--- src/design/sbpc_pkg.sv ---
// Purpose: Constants shared by the six-input bridge PWM control block.
// Assumes: One 50 MHz clock; registers are reached over Avalon-MM.
// Notes: Byte offsets are word aligned; windows are counted in clock cycles.
//
// Summary of operation
// - Bridge 2 decodes input pair: none, low only, high only, both high gives off.
// - Bridge 3 uses the same decode; equal inputs keep both switches off.
// - Turn-on drops the freewheel switch first; post-charge follows control selection.
// - High rise after freewheel window, before timeout: hard-off low side, high on.
// - High rise inside the freewheel window is ignored until freewheel window ends.
// - Active switch turn-off completes before the freewheel switch is activated.
// - Low rise inside the active window is ignored; low stays off until it ends.
// - Without role detection, bridge mode 10 makes the high side active.
// - With role detection, active and freewheel roles come from detection.
// - Each bridge has a delay-regulated flag, valid for control selection 10 or 11.
// - Regulated when on and off counters both reach at least 8.
// - Each PWM cycle the on counter counts up on match, down otherwise.
// - Each PWM cycle the off counter counts up on match, down otherwise.
// - Regulated also when the error sign flips three times in a row.
// - Charge and initial precharge currents use 6-bit codes, 64 steps.
// - Bridge mode 00 keeps both switches off by passive discharge.
// - Bridge mode 11 actively holds both switches off.
package sbpc_pkg;
  localparam int NB = 3;
  // Register byte offsets.
  localparam logic [7:0] OFS_CTRL = 8'h00;
  localparam logic [7:0] OFS_TIMING = 8'h04;
  localparam logic [7:0] OFS_CURRENT = 8'h08;
  localparam logic [7:0] OFS_TARGET0 = 8'h10;
  localparam logic [7:0] OFS_STATUS = 8'h20;
  localparam logic [7:0] OFS_IRQ_STAT = 8'h24;
  localparam logic [7:0] OFS_IRQ_MASK = 8'h28;
  // Control field positions.
  localparam int CTL_INSEL = 0;
  localparam int CTL_EN = 1;
  localparam int CTL_ROLE = 4;
  localparam int CTL_GCS = 5;
  localparam int CTL_PCDIS = 7;
  localparam int CTL_MODE = 8;
  // Reset values.
  localparam logic [31:0] RST_CTRL = 32'h0000_0000;
  localparam logic [23:0] RST_TIMING = 24'h40_10_10;
  localparam logic [13:0] RST_CURRENT = 14'h0000;
  localparam logic [15:0] RST_TARGET = 16'h0000;
  // Bridge modes and gate control selections.
  localparam logic [1:0] MODE_PASSIVE = 2'h0;
  localparam logic [1:0] MODE_LS_ACT = 2'h1;
  localparam logic [1:0] MODE_HS_ACT = 2'h2;
  localparam logic [1:0] MODE_HOLD = 2'h3;
  localparam logic [1:0] GCS_01 = 2'h1;
  localparam logic [1:0] GCS_10 = 2'h2;
  // Regulation thresholds.
  localparam logic [3:0] REG_CNT_MIN = 4'h8;
  localparam logic [3:0] REG_CNT_MAX = 4'hF;
  localparam logic [1:0] SIGN_FLIPS = 2'h3;
  typedef enum logic [1:0] {SB_IDLE, SB_HS_ON, SB_LS_ON, SB_GAP} sbpc_state_e;
endpackage : sbpc_pkg

--- src/design/sbpc_top.sv ---
// Purpose: Gate control for three half-bridges driven by six PWM inputs.
// Assumes: PWM pins are asynchronous; delay measurements arrive on the local clock.
// Notes: Window and timeout lengths are register fields in clock cycles.
`timescale 1ns/100ps
module sbpc_top
  import sbpc_pkg::*;
(
  input wire logic clk_in,
  input wire logic arst_n_in,
  input wire logic [7:0] avm_address_in,
  input wire logic avm_read_in,
  input wire logic avm_write_in,
  input wire logic [31:0] avm_writedata_in,
  output logic [31:0] avm_readdata_out,
  output logic avm_waitrequest_out,
  input wire logic [5:0] pwm_in,
  input wire logic [2:0] meas_valid_in,
  input wire logic [23:0] measured_on_delay_in,
  input wire logic [23:0] measured_off_delay_in,
  output logic [2:0] high_side_switch_out,
  output logic [2:0] low_side_switch_out,
  output logic [2:0] active_hold_off_out,
  output logic [2:0] hard_off_current_out,
  output logic [2:0] postcharge_out,
  output logic [2:0] delay_regulated_flag_out,
  output logic [5:0] charge_current_code_out,
  output logic [5:0] initial_precharge_code_out,
  output logic irq_out
);

  // ---------------------------------------------------------------
  // Registers and helpers
  // ---------------------------------------------------------------
  logic [31:0] ctrl_r;
  logic [23:0] timing_r;
  logic [13:0] current_r;
  logic [15:0] target_r [NB];
  logic [5:0] irq_stat_r;
  logic [5:0] irq_mask_r;
  logic wait_r;
  logic [5:0] s1_r, s2_r, s3_r, pwm_q_r, pwm_d_r;
  sbpc_state_e st_r [NB];
  logic [7:0] gap_cnt_r [NB];
  logic gap_from_act_r [NB];
  logic gap_to_hs_r [NB];
  logic hs_active_r [NB];
  logic [3:0] on_cnt_r [NB];
  logic [3:0] off_cnt_r [NB];
  logic [1:0] flip_cnt_r [NB];
  logic last_sign_r [NB];
  logic [2:0] reg_r;
  logic [2:0] ign_evt;
  logic [2:0] reg_rise;

  // Saturating step of a regulation counter.
  function automatic logic [3:0] sat_step(input logic [3:0] v, input logic up);
    logic [3:0] r;
    r = v;
    if (up && v != REG_CNT_MAX)
    begin
      r = v + 4'h1;
    end
    else if (!up && v != 4'h0)
    begin
      r = v - 4'h1;
    end
    return r;
  endfunction : sat_step

  // Sign of a delay error: one when measured is below target.
  function automatic logic err_neg(input logic [7:0] m, input logic [7:0] t);
    return m < t;
  endfunction : err_neg

  wire bus_req = avm_read_in | avm_write_in;
  wire bus_wr = avm_write_in & ~wait_r;
  wire [7:0] win_act = timing_r[7:0];
  wire [7:0] win_fw = timing_r[15:8];
  wire [7:0] fw_tmo = timing_r[23:16];
  wire [1:0] gcs = ctrl_r[CTL_GCS +: 2];

  // ---------------------------------------------------------------
  // Avalon-MM slave
  // ---------------------------------------------------------------
  // Waitrequest drops one cycle after a request is seen.
  always_ff @(posedge clk_in or negedge arst_n_in)
  begin
    if (!arst_n_in)
    begin
      wait_r <= 1'b1;
    end
    else if (bus_req && wait_r)
    begin
      wait_r <= 1'b0;
    end
    else
    begin
      wait_r <= 1'b1;
    end
  end

  // Read data is captured while waitrequest is still high.
  always_ff @(posedge clk_in or negedge arst_n_in)
  begin
    if (!arst_n_in)
    begin
      avm_readdata_out <= 32'h0000_0000;
    end
    else if (avm_read_in && wait_r)
    begin
      if (avm_address_in == OFS_CTRL)
      begin
        avm_readdata_out <= ctrl_r;
      end
      else if (avm_address_in == OFS_TIMING)
      begin
        avm_readdata_out <= {8'h00, timing_r};
      end
      else if (avm_address_in == OFS_CURRENT)
      begin
        avm_readdata_out <= {18'h00000, current_r};
      end
      else if (avm_address_in >= OFS_TARGET0 && avm_address_in < OFS_TARGET0 + 8'h0C)
      begin
        avm_readdata_out <= {16'h0000, target_r[avm_address_in[3:2]]};
      end
      else if (avm_address_in == OFS_STATUS)
      begin
        avm_readdata_out <= {29'h0, delay_regulated_flag_out};
      end
      else if (avm_address_in == OFS_IRQ_STAT)
      begin
        avm_readdata_out <= {26'h0, irq_stat_r};
      end
      else if (avm_address_in == OFS_IRQ_MASK)
      begin
        avm_readdata_out <= {26'h0, irq_mask_r};
      end
      else
      begin
        avm_readdata_out <= 32'h0000_0000;
      end
    end
  end

  // Configuration writes take effect when waitrequest is low.
  always_ff @(posedge clk_in or negedge arst_n_in)
  begin
    if (!arst_n_in)
    begin
      ctrl_r <= RST_CTRL;
      timing_r <= RST_TIMING;
      current_r <= RST_CURRENT;
      irq_mask_r <= 6'h00;
      for (int i = 0; i < NB; i++)
      begin
        target_r[i] <= RST_TARGET;
      end
    end
    else if (bus_wr)
    begin
      if (avm_address_in == OFS_CTRL)
      begin
        ctrl_r <= {18'h0, avm_writedata_in[13:0]};
      end
      else if (avm_address_in == OFS_TIMING)
      begin
        timing_r <= avm_writedata_in[23:0];
      end
      else if (avm_address_in == OFS_CURRENT)
      begin
        current_r <= {avm_writedata_in[13:8], 2'h0, avm_writedata_in[5:0]} & 14'h3F3F;
      end
      else if (avm_address_in >= OFS_TARGET0 && avm_address_in < OFS_TARGET0 + 8'h0C)
      begin
        target_r[avm_address_in[3:2]] <= avm_writedata_in[15:0];
      end
      else if (avm_address_in == OFS_IRQ_MASK)
      begin
        irq_mask_r <= avm_writedata_in[5:0];
      end
    end
  end

  // Sticky events; a new event wins over a write-one clear.
  always_ff @(posedge clk_in or negedge arst_n_in)
  begin
    if (!arst_n_in)
    begin
      irq_stat_r <= 6'h00;
      irq_out <= 1'b0;
    end
    else
    begin
      irq_stat_r <= (irq_stat_r & ~((bus_wr && avm_address_in == OFS_IRQ_STAT) ?
                    avm_writedata_in[5:0] : 6'h00)) | {ign_evt, reg_rise};
      irq_out <= |(irq_stat_r & irq_mask_r);
    end
  end

  // ---------------------------------------------------------------
  // PWM input synchroniser
  // ---------------------------------------------------------------
  // Three stages; a level is accepted once stages two and three agree.
  always_ff @(posedge clk_in or negedge arst_n_in)
  begin
    if (!arst_n_in)
    begin
      s1_r <= 6'h00;
      s2_r <= 6'h00;
      s3_r <= 6'h00;
      pwm_q_r <= 6'h00;
      pwm_d_r <= 6'h00;
    end
    else
    begin
      s1_r <= pwm_in;
      s2_r <= s1_r;
      s3_r <= s2_r;
      pwm_q_r <= (s2_r & s3_r) | (pwm_q_r & (s2_r | s3_r));
      pwm_d_r <= pwm_q_r;
    end
  end

  // ---------------------------------------------------------------
  // Per-bridge switch sequencing
  // ---------------------------------------------------------------
  for (genvar b = 0; b < NB; b++)
  begin : g_br
    wire [1:0] mode = ctrl_r[CTL_MODE + 2 * b +: 2];
    wire run = ctrl_r[CTL_INSEL] & ctrl_r[CTL_EN + b] &
               (mode == MODE_LS_ACT || mode == MODE_HS_ACT);
    wire req_hs = run & pwm_q_r[2 * b] & ~pwm_q_r[2 * b + 1];
    wire req_ls = run & pwm_q_r[2 * b + 1] & ~pwm_q_r[2 * b];
    wire [7:0] win = gap_from_act_r[b] ? win_act : win_fw;
    wire tgt_req = gap_to_hs_r[b] ? req_hs : req_ls;
    wire want_on = (st_r[b] == SB_GAP) && tgt_req && gap_cnt_r[b] >= win;
    wire tgt_rise = gap_to_hs_r[b] ? (pwm_q_r[2 * b] & ~pwm_d_r[2 * b]) :
                    (pwm_q_r[2 * b + 1] & ~pwm_d_r[2 * b + 1]);
    assign ign_evt[b] = (st_r[b] == SB_GAP) && gap_cnt_r[b] < win && tgt_rise;

    // Role of each switch, fixed by mode or taken from detection.
    always_ff @(posedge clk_in or negedge arst_n_in)
    begin
      if (!arst_n_in)
      begin
        hs_active_r[b] <= 1'b0;
      end
      else if (!ctrl_r[CTL_ROLE])
      begin
        hs_active_r[b] <= (mode == MODE_HS_ACT);
      end
      else if (st_r[b] == SB_IDLE && (req_hs || req_ls))
      begin
        hs_active_r[b] <= req_hs;
      end
    end

    // Sequencer: the switch going off finishes its window before the other starts.
    always_ff @(posedge clk_in or negedge arst_n_in)
    begin
      if (!arst_n_in)
      begin
        st_r[b] <= SB_IDLE;
        gap_cnt_r[b] <= 8'h00;
        gap_from_act_r[b] <= 1'b0;
        gap_to_hs_r[b] <= 1'b0;
        high_side_switch_out[b] <= 1'b0;
        low_side_switch_out[b] <= 1'b0;
        hard_off_current_out[b] <= 1'b0;
        active_hold_off_out[b] <= 1'b0;
        postcharge_out[b] <= 1'b0;
      end
      else
      begin
        active_hold_off_out[b] <= ctrl_r[CTL_INSEL] && mode == MODE_HOLD;
        hard_off_current_out[b] <= 1'b0;
        postcharge_out[b] <= !ctrl_r[CTL_PCDIS] && (gcs == GCS_01 || gcs == GCS_10) &&
                             (high_side_switch_out[b] ? hs_active_r[b] :
                              low_side_switch_out[b] && !hs_active_r[b]);
        if (gap_cnt_r[b] != 8'hFF)
        begin
          gap_cnt_r[b] <= gap_cnt_r[b] + 8'h01;
        end
        case (st_r[b])
          SB_IDLE:
          begin
            if (req_hs)
            begin
              st_r[b] <= SB_HS_ON;
              high_side_switch_out[b] <= 1'b1;
            end
            else if (req_ls)
            begin
              st_r[b] <= SB_LS_ON;
              low_side_switch_out[b] <= 1'b1;
            end
          end
          SB_HS_ON, SB_LS_ON:
          begin
            if ((st_r[b] == SB_HS_ON) ? !req_hs : !req_ls)
            begin
              // Switch off first, then open the cross-conduction window.
              st_r[b] <= SB_GAP;
              gap_cnt_r[b] <= 8'h00;
              gap_from_act_r[b] <= (st_r[b] == SB_HS_ON) == hs_active_r[b];
              gap_to_hs_r[b] <= (st_r[b] == SB_LS_ON);
              high_side_switch_out[b] <= 1'b0;
              low_side_switch_out[b] <= 1'b0;
            end
          end
          default:
          begin
            if (!run)
            begin
              st_r[b] <= SB_IDLE;
            end
            else if (want_on)
            begin
              // Late turn-on after a freewheel gap, inside the timeout, pulses hard-off in the same cycle as turn-on.
              st_r[b] <= gap_to_hs_r[b] ? SB_HS_ON : SB_LS_ON;
              high_side_switch_out[b] <= gap_to_hs_r[b];
              low_side_switch_out[b] <= !gap_to_hs_r[b];
              hard_off_current_out[b] <= !gap_from_act_r[b] && gap_cnt_r[b] < fw_tmo;
            end
            else if (!req_hs && !req_ls && gap_cnt_r[b] >= win)
            begin
              st_r[b] <= SB_IDLE;
            end
          end
        endcase
      end
    end

    // Delay regulation counters and sign tracking.
    wire [7:0] m_on = measured_on_delay_in[8 * b +: 8];
    wire [7:0] m_off = measured_off_delay_in[8 * b +: 8];
    wire on_eq = m_on == target_r[b][7:0];
    wire off_eq = m_off == target_r[b][15:8];
    wire sgn = err_neg(m_on, target_r[b][7:0]) | err_neg(m_off, target_r[b][15:8]);
    always_ff @(posedge clk_in or negedge arst_n_in)
    begin
      if (!arst_n_in)
      begin
        on_cnt_r[b] <= 4'h0;
        off_cnt_r[b] <= 4'h0;
        flip_cnt_r[b] <= 2'h0;
        last_sign_r[b] <= 1'b0;
      end
      else if (meas_valid_in[b])
      begin
        on_cnt_r[b] <= sat_step(on_cnt_r[b], on_eq);
        off_cnt_r[b] <= sat_step(off_cnt_r[b], off_eq);
        last_sign_r[b] <= sgn;
        if (on_eq && off_eq)
        begin
          flip_cnt_r[b] <= 2'h0;
        end
        else if (sgn != last_sign_r[b] && flip_cnt_r[b] != SIGN_FLIPS)
        begin
          flip_cnt_r[b] <= flip_cnt_r[b] + 2'h1;
        end
        else if (sgn == last_sign_r[b])
        begin
          flip_cnt_r[b] <= 2'h0;
        end
      end
    end
    assign reg_rise[b] = reg_r[b] & ~delay_regulated_flag_out[b];
  end

  // Regulation flag, meaningful for selection 10 or 11 only.
  always_comb
  begin
    for (int i = 0; i < NB; i++)
    begin
      reg_r[i] = gcs[1] && ((on_cnt_r[i] >= REG_CNT_MIN && off_cnt_r[i] >= REG_CNT_MIN) ||
                 flip_cnt_r[i] == SIGN_FLIPS);
    end
  end

  // Registered flags and gate current codes.
  always_ff @(posedge clk_in or negedge arst_n_in)
  begin
    if (!arst_n_in)
    begin
      delay_regulated_flag_out <= 3'h0;
      charge_current_code_out <= 6'h00;
      initial_precharge_code_out <= 6'h00;
    end
    else
    begin
      delay_regulated_flag_out <= reg_r;
      charge_current_code_out <= current_r[5:0];
      initial_precharge_code_out <= current_r[13:8];
    end
  end

  assign avm_waitrequest_out = wait_r;
endmodule : sbpc_top

--- config.mk ---
export PLATFORM = sky130hd
export DESIGN_NAME = sbpc_top
export DESIGN_NICKNAME = d
export VERILOG_FILES = /design/src/design/sbpc_pkg.sv /design/src/design/sbpc_top.sv
export SDC_FILE = /design/constraint.sdc
export NUM_CORES = 1
export LEC_CHECK = 0
export BUFFER_PORTS_ARGS = -buffer_cell sky130_fd_sc_hd__buf_2
export CAP_MARGIN = 20
export CELL_PAD_IN_SITES_DETAIL_PLACEMENT = 2
export CELL_PAD_IN_SITES_GLOBAL_PLACEMENT = 2
export CORE_ASPECT_RATIO = 1.25
export CORE_MARGIN = 4
export CORE_UTILIZATION = 35
export CTS_CLUSTER_DIAMETER = 30
export CTS_CLUSTER_SIZE = 20
export DETAILED_ROUTE_END_ITERATION = 8
export PLACE_DENSITY = 0.87
export SLEW_MARGIN = 5
export SYNTH_ARGS = -nofsm -noshare
export SYNTH_HDL_FRONTEND = slang
export SYNTH_SLANG_ARGS = --single-unit
--- constraint.sdc ---
create_clock -name clk_in -period 2.86 [get_ports clk_in]
set_input_delay 0.429 -clock clk_in [delete_from_list [all_inputs] [get_ports clk_in]]
set_output_delay 0.429 -clock clk_in [all_outputs]
set_load 0.005 [all_outputs]
==> impl_metrics.json <==
{
  "status": "complete, no violations",
  "fin_crit_ns": 2.802,
  "cts_max_path_buffers": 3,
  "antenna_found_initial": 0,
  "p_comb_share_pct": 25.4,
  "grt_usage_pct": 26.54,
  "seqCellArea_sq_mm": 0.006713,
  "final_util_pct": 44.57,
  "instances_no_fill": 2237,
  "grt_pass1_wl_mm": 96.04,
  "synth_cells": 1424,
  "io_buffer_count": 148,
  "root_buffer": "clkbuf_16",
  "max_freq_ghz": 0.3569,
  "max_stage_delay_ns": 0.47,
  "fin_crit_sh_pct": 97.98,
  "power_mw": 17.08,
  "hp-class": "input pin to register",
  "fp.dieH_um": 240.1,
  "multiInputGateArea_sq_mm": 0.007805,
  "wl_per_cell_um": 28.16,
  "synth_area_leaders": "dfrtp_1, ha_1, mux2_2, mux2_1, mux2i_1",
  "crit_fanout": 5,
  "grt_pass1_vias": 15140,
  "dr.pass1.iters": 4,
  "num-nets-final": 1866,
  "async_reset_ff_share_pct": 100.0,
  "maxSlewViolCount": 0,
  "yosysSeqAreaShare_pct": 44.50,
  "route.detailed.drc": 0,
  "cts_tree": "yes",
  "post_cts.repair.setup_buffers": 0,
  "yosys_warnings": 0,
  "wirelength_mm": 62.99,
  "drt_iter0_markers": 680,
  "via_per_inst": 5.735,
  "p_leak_nw": 8.983,
  "yosys.area_share.simple_pct": 11.47,
  "die_w_um": 193.7,
  "worst_pin_slew_ns": 0.7484,
  "overflow": 0,
  "finalInstanceArea_sq_mm": 0.01888,
  "synth-compound-area-share_pct": 12.70,
  "critical_path_required_ns": 3.34,
  "vias": 12830,
  "powerDensity_mw_per_mm2": 904.6,
  "synth_top_area_share_pct": 43.81,
  "finalSetupViolCount": 0,
  "rows": 84,
  "cts_buffers": 61,
  "cts.clk_slew.worst_paths_ns": 0.06,
  "synthAdderAreaFrac_pct": 12.15,
  "postPlaceCellArea_sq_mm": 0.01657,
  "drive_above_1_share_pct": 23.85,
  "ys_types": 76,
  "p_sw_mw": 6.083,
  "gp_congestion": 0.8450,
  "hold_violations": 0,
  "clk_latency_ns": 0.62,
  "areaGrowthSynthToFinish_pct": 25.17,
  "synth.area.mux_share_pct": 12.66,
  "yosysTopAreaCell": "dfrtp_1",
  "skew_ns": 0.03378,
  "internal_power_mw": 10.99,
  "sw_frac_of_total_pct": 35.62,
  "crit_chain": "mux2_2 > ha_1 > nand2b_1 > a211o_1 > a21oi_1 > o21ai_1 > o32ai_2 > nor2_1 > o22a_1",
  "cp-end-kind": "register",
  "grt_max_degree": 70,
  "initial_core_util_pct": 35.60,
  "cp_top_family": "compound AO/OA/AOI/OAI gates",
  "io_pins": 165,
  "ant_nets": 0,
  "finalWorstSetupSlack_ns": 0.05789,
  "dieArea_sq_mm": 0.04649,
  "critPathSlowestCell": "dfrtp_1",
  "crit_arrival_ns": 3.28,
  "ys_ff_latch": 268,
  "h-tree-depth": 2,
  "maxCapViolCount": 0,
  "avgSynthCellArea_sq_um": 10.59,
  "clock-sinks": 268,
  "rsz0062_at_grt": "no",
  "synth-edff-count": 0,
  "pwr-share-seq_pct": 30.4,
  "synth_ff_type": "dfrtp_1",
  "ir_drop_uv": 485.0,
  "core_area_sq_mm": 0.04236,
  "max-slew-margin-rel_pct": 49.99,
  "synth_top_family_by_area": "compound AO/OA/AOI/OAI gates",
  "netlist_area_sq_mm": 0.01508,
  "cp-start-kind": "register",
  "path_class": "register to register",
  "pwr-share-clk_pct": 44.1,
  "crit_buf_inv": 0,
  "dp.final_hpwl_mm": 39.15,
  "fillCellCount": 4319,
  "post-place-cells": 2113,
  "dp_slack_ns": -0.09403,
  "synth-xor-area-share_pct": 2.431
}
==> timing repair <==
item                                   4_1_cts  5_1_grt
endpoints found under the hold margin       69        0
pin swaps                                    0        1
gates resized for setup                      2        6
hold buffers                                 9        0
setup endpoints to repair                    2        6
==> sequential cells by signal (all words and copies together) (netlist names), 12 cells and up <==
name	count
on_cnt_r	12
current_r	12
target_r	48
gap_cnt_r	24
ctrl_r	14
avm_readdata_out	24
off_cnt_r	12
timing_r	24
==> worst register-to-register path, cell delays in order, from the launching register on <==
cell and delay (ns):
dfrtp_1 0.47, mux2_2 0.31, ha_1 0.28, nand2b_1 0.16
a211o_1 0.29, a21oi_1 0.25, o21ai_1 0.18, o32ai_2 0.44
nor2_1 0.10, o22a_1 0.20
==> logic make-up after synthesis <==
family | count (synthesis)
and+or+nand+nor | 352
AOI/OAI and AO/OA | 295
DFF | 268
muxes | 175
buffers and inverters | 148
adders and majority gates | 144
xor gates and xnor gates | 41
other | 1
==> cell type report <==
cell class | count | share of cell area (%)
inverter | 89 | 1.770
antenna | 1 | 0.01326
sequential | 268 | 35.56
tap | 559 | 3.705
multi-input combinational | 1015 | 41.35
clock buffer | 67 | 8.424
timing repair buffer | 192 | 6.111
clock inverter | 46 | 3.069
==> power by group through the flow <==
stage | Sequential [mW] | Clock, mW | Combinational (mW)
3_5_place_dp | 5.15 | 0 | 3.97
5_1_grt | 5.26 | 7.81 | 4.74
3_3_place_gp | 5.06 | 0 | 3.60
4_1_cts | 5.17 | 7.62 | 4.31
6_report | 5.19 | 7.54 | 4.35
2_1_floorplan | 4.87 | 0 | 2.83
==> worst paths after layout <==
path	start	endpoint	slack [ns]	depth (start not counted)
setup reg to reg	timing_r[8]$_DFFE_PN0P_	high_side_switch_out[2]$_DFFE_PN0P_	0.06	9
hold reg to reg	s1_r[3]$_DFF_PN0_	s2_r[3]$_DFF_PN0_	0.35	0
max in group asynchronous	arst_n_in	hard_off_current_out[0]$_DFF_PN0_	1.46	3
setup / recovery	timing_r[8]$_DFFE_PN0P_	high_side_switch_out[2]$_DFFE_PN0P_	0.06	9
hold / removal	avm_writedata_in[16]	timing_r[16]$_DFFE_PN0P_	0.06	2
min in group asynchronous	arst_n_in	on_cnt_r[6]$_DFFE_PN0P_	0.39	2
==> layer usage <==
layer,GRT usage [%],part of all wire [%],vias to the layer above
met3,4.919,4.5,223
met1,28.38,37,6608
met2,50.10,53,473
met5,0,0,-
met4,13.22,5.4,0
li1,-,-,5525
==> per-stage QoR <==
step	TNS (ns)	hold WS [ns]
after global routing	0	0.04886
after global placement	-0.05979	0.3350
after detailed placement	-0.09403	0.3362
final	0	0.05791
after floorplan	0	0.1334
after CTS	0	0.03152
==> cell usage after synthesis (12+ instances only) <==
cell type and count:
dfrtp_1 264, ha_1 132, nand2_1 113, a21oi_1 91, inv_1 89, nor2_1 80, mux2_2 75, mux2_1 51
mux2i_1 49, o21ai_0 40, clkbuf_1 36, nand3_1 32, xnor2_1 30, a21o_1 25, nand4_1 22, o21ai_1 22
nor2b_1 19, nand2b_1 14, a221oi_1 13, a22oi_1 13, o22ai_1 13, and3_1 12, buf_4 12, nor3_1 12
==> cell usage in the layout, fill, tap and decap left out, types with 8 or more instances in the layout <==
cell type,n
a21o_1,25
a21oi_1,91
a221oi_1,13
a22oi_1,13
a31oi_1,10
and2_1,10
and3_1,12
buf_2,147
buf_4,31
bufinv_16,8
clkbuf_16,62
clkinv_2,10
clkinvlp_4,8
conb_1,8
dfrtp_1,263
dlygate4sd3_1,9
ha_1,132
inv_1,89
inv_8,8
mux2_1,51
mux2_2,75
mux2i_1,49
nand2_1,112
nand2b_1,14
nand3_1,32
nand4_1,22
nor2_1,79
nor2b_1,19
nor3_1,12
o211ai_1,9
o21ai_0,38
o21ai_1,24
o22ai_1,13
xnor2_1,30
xor2_1,10
(Power assumes the default switching activity.)
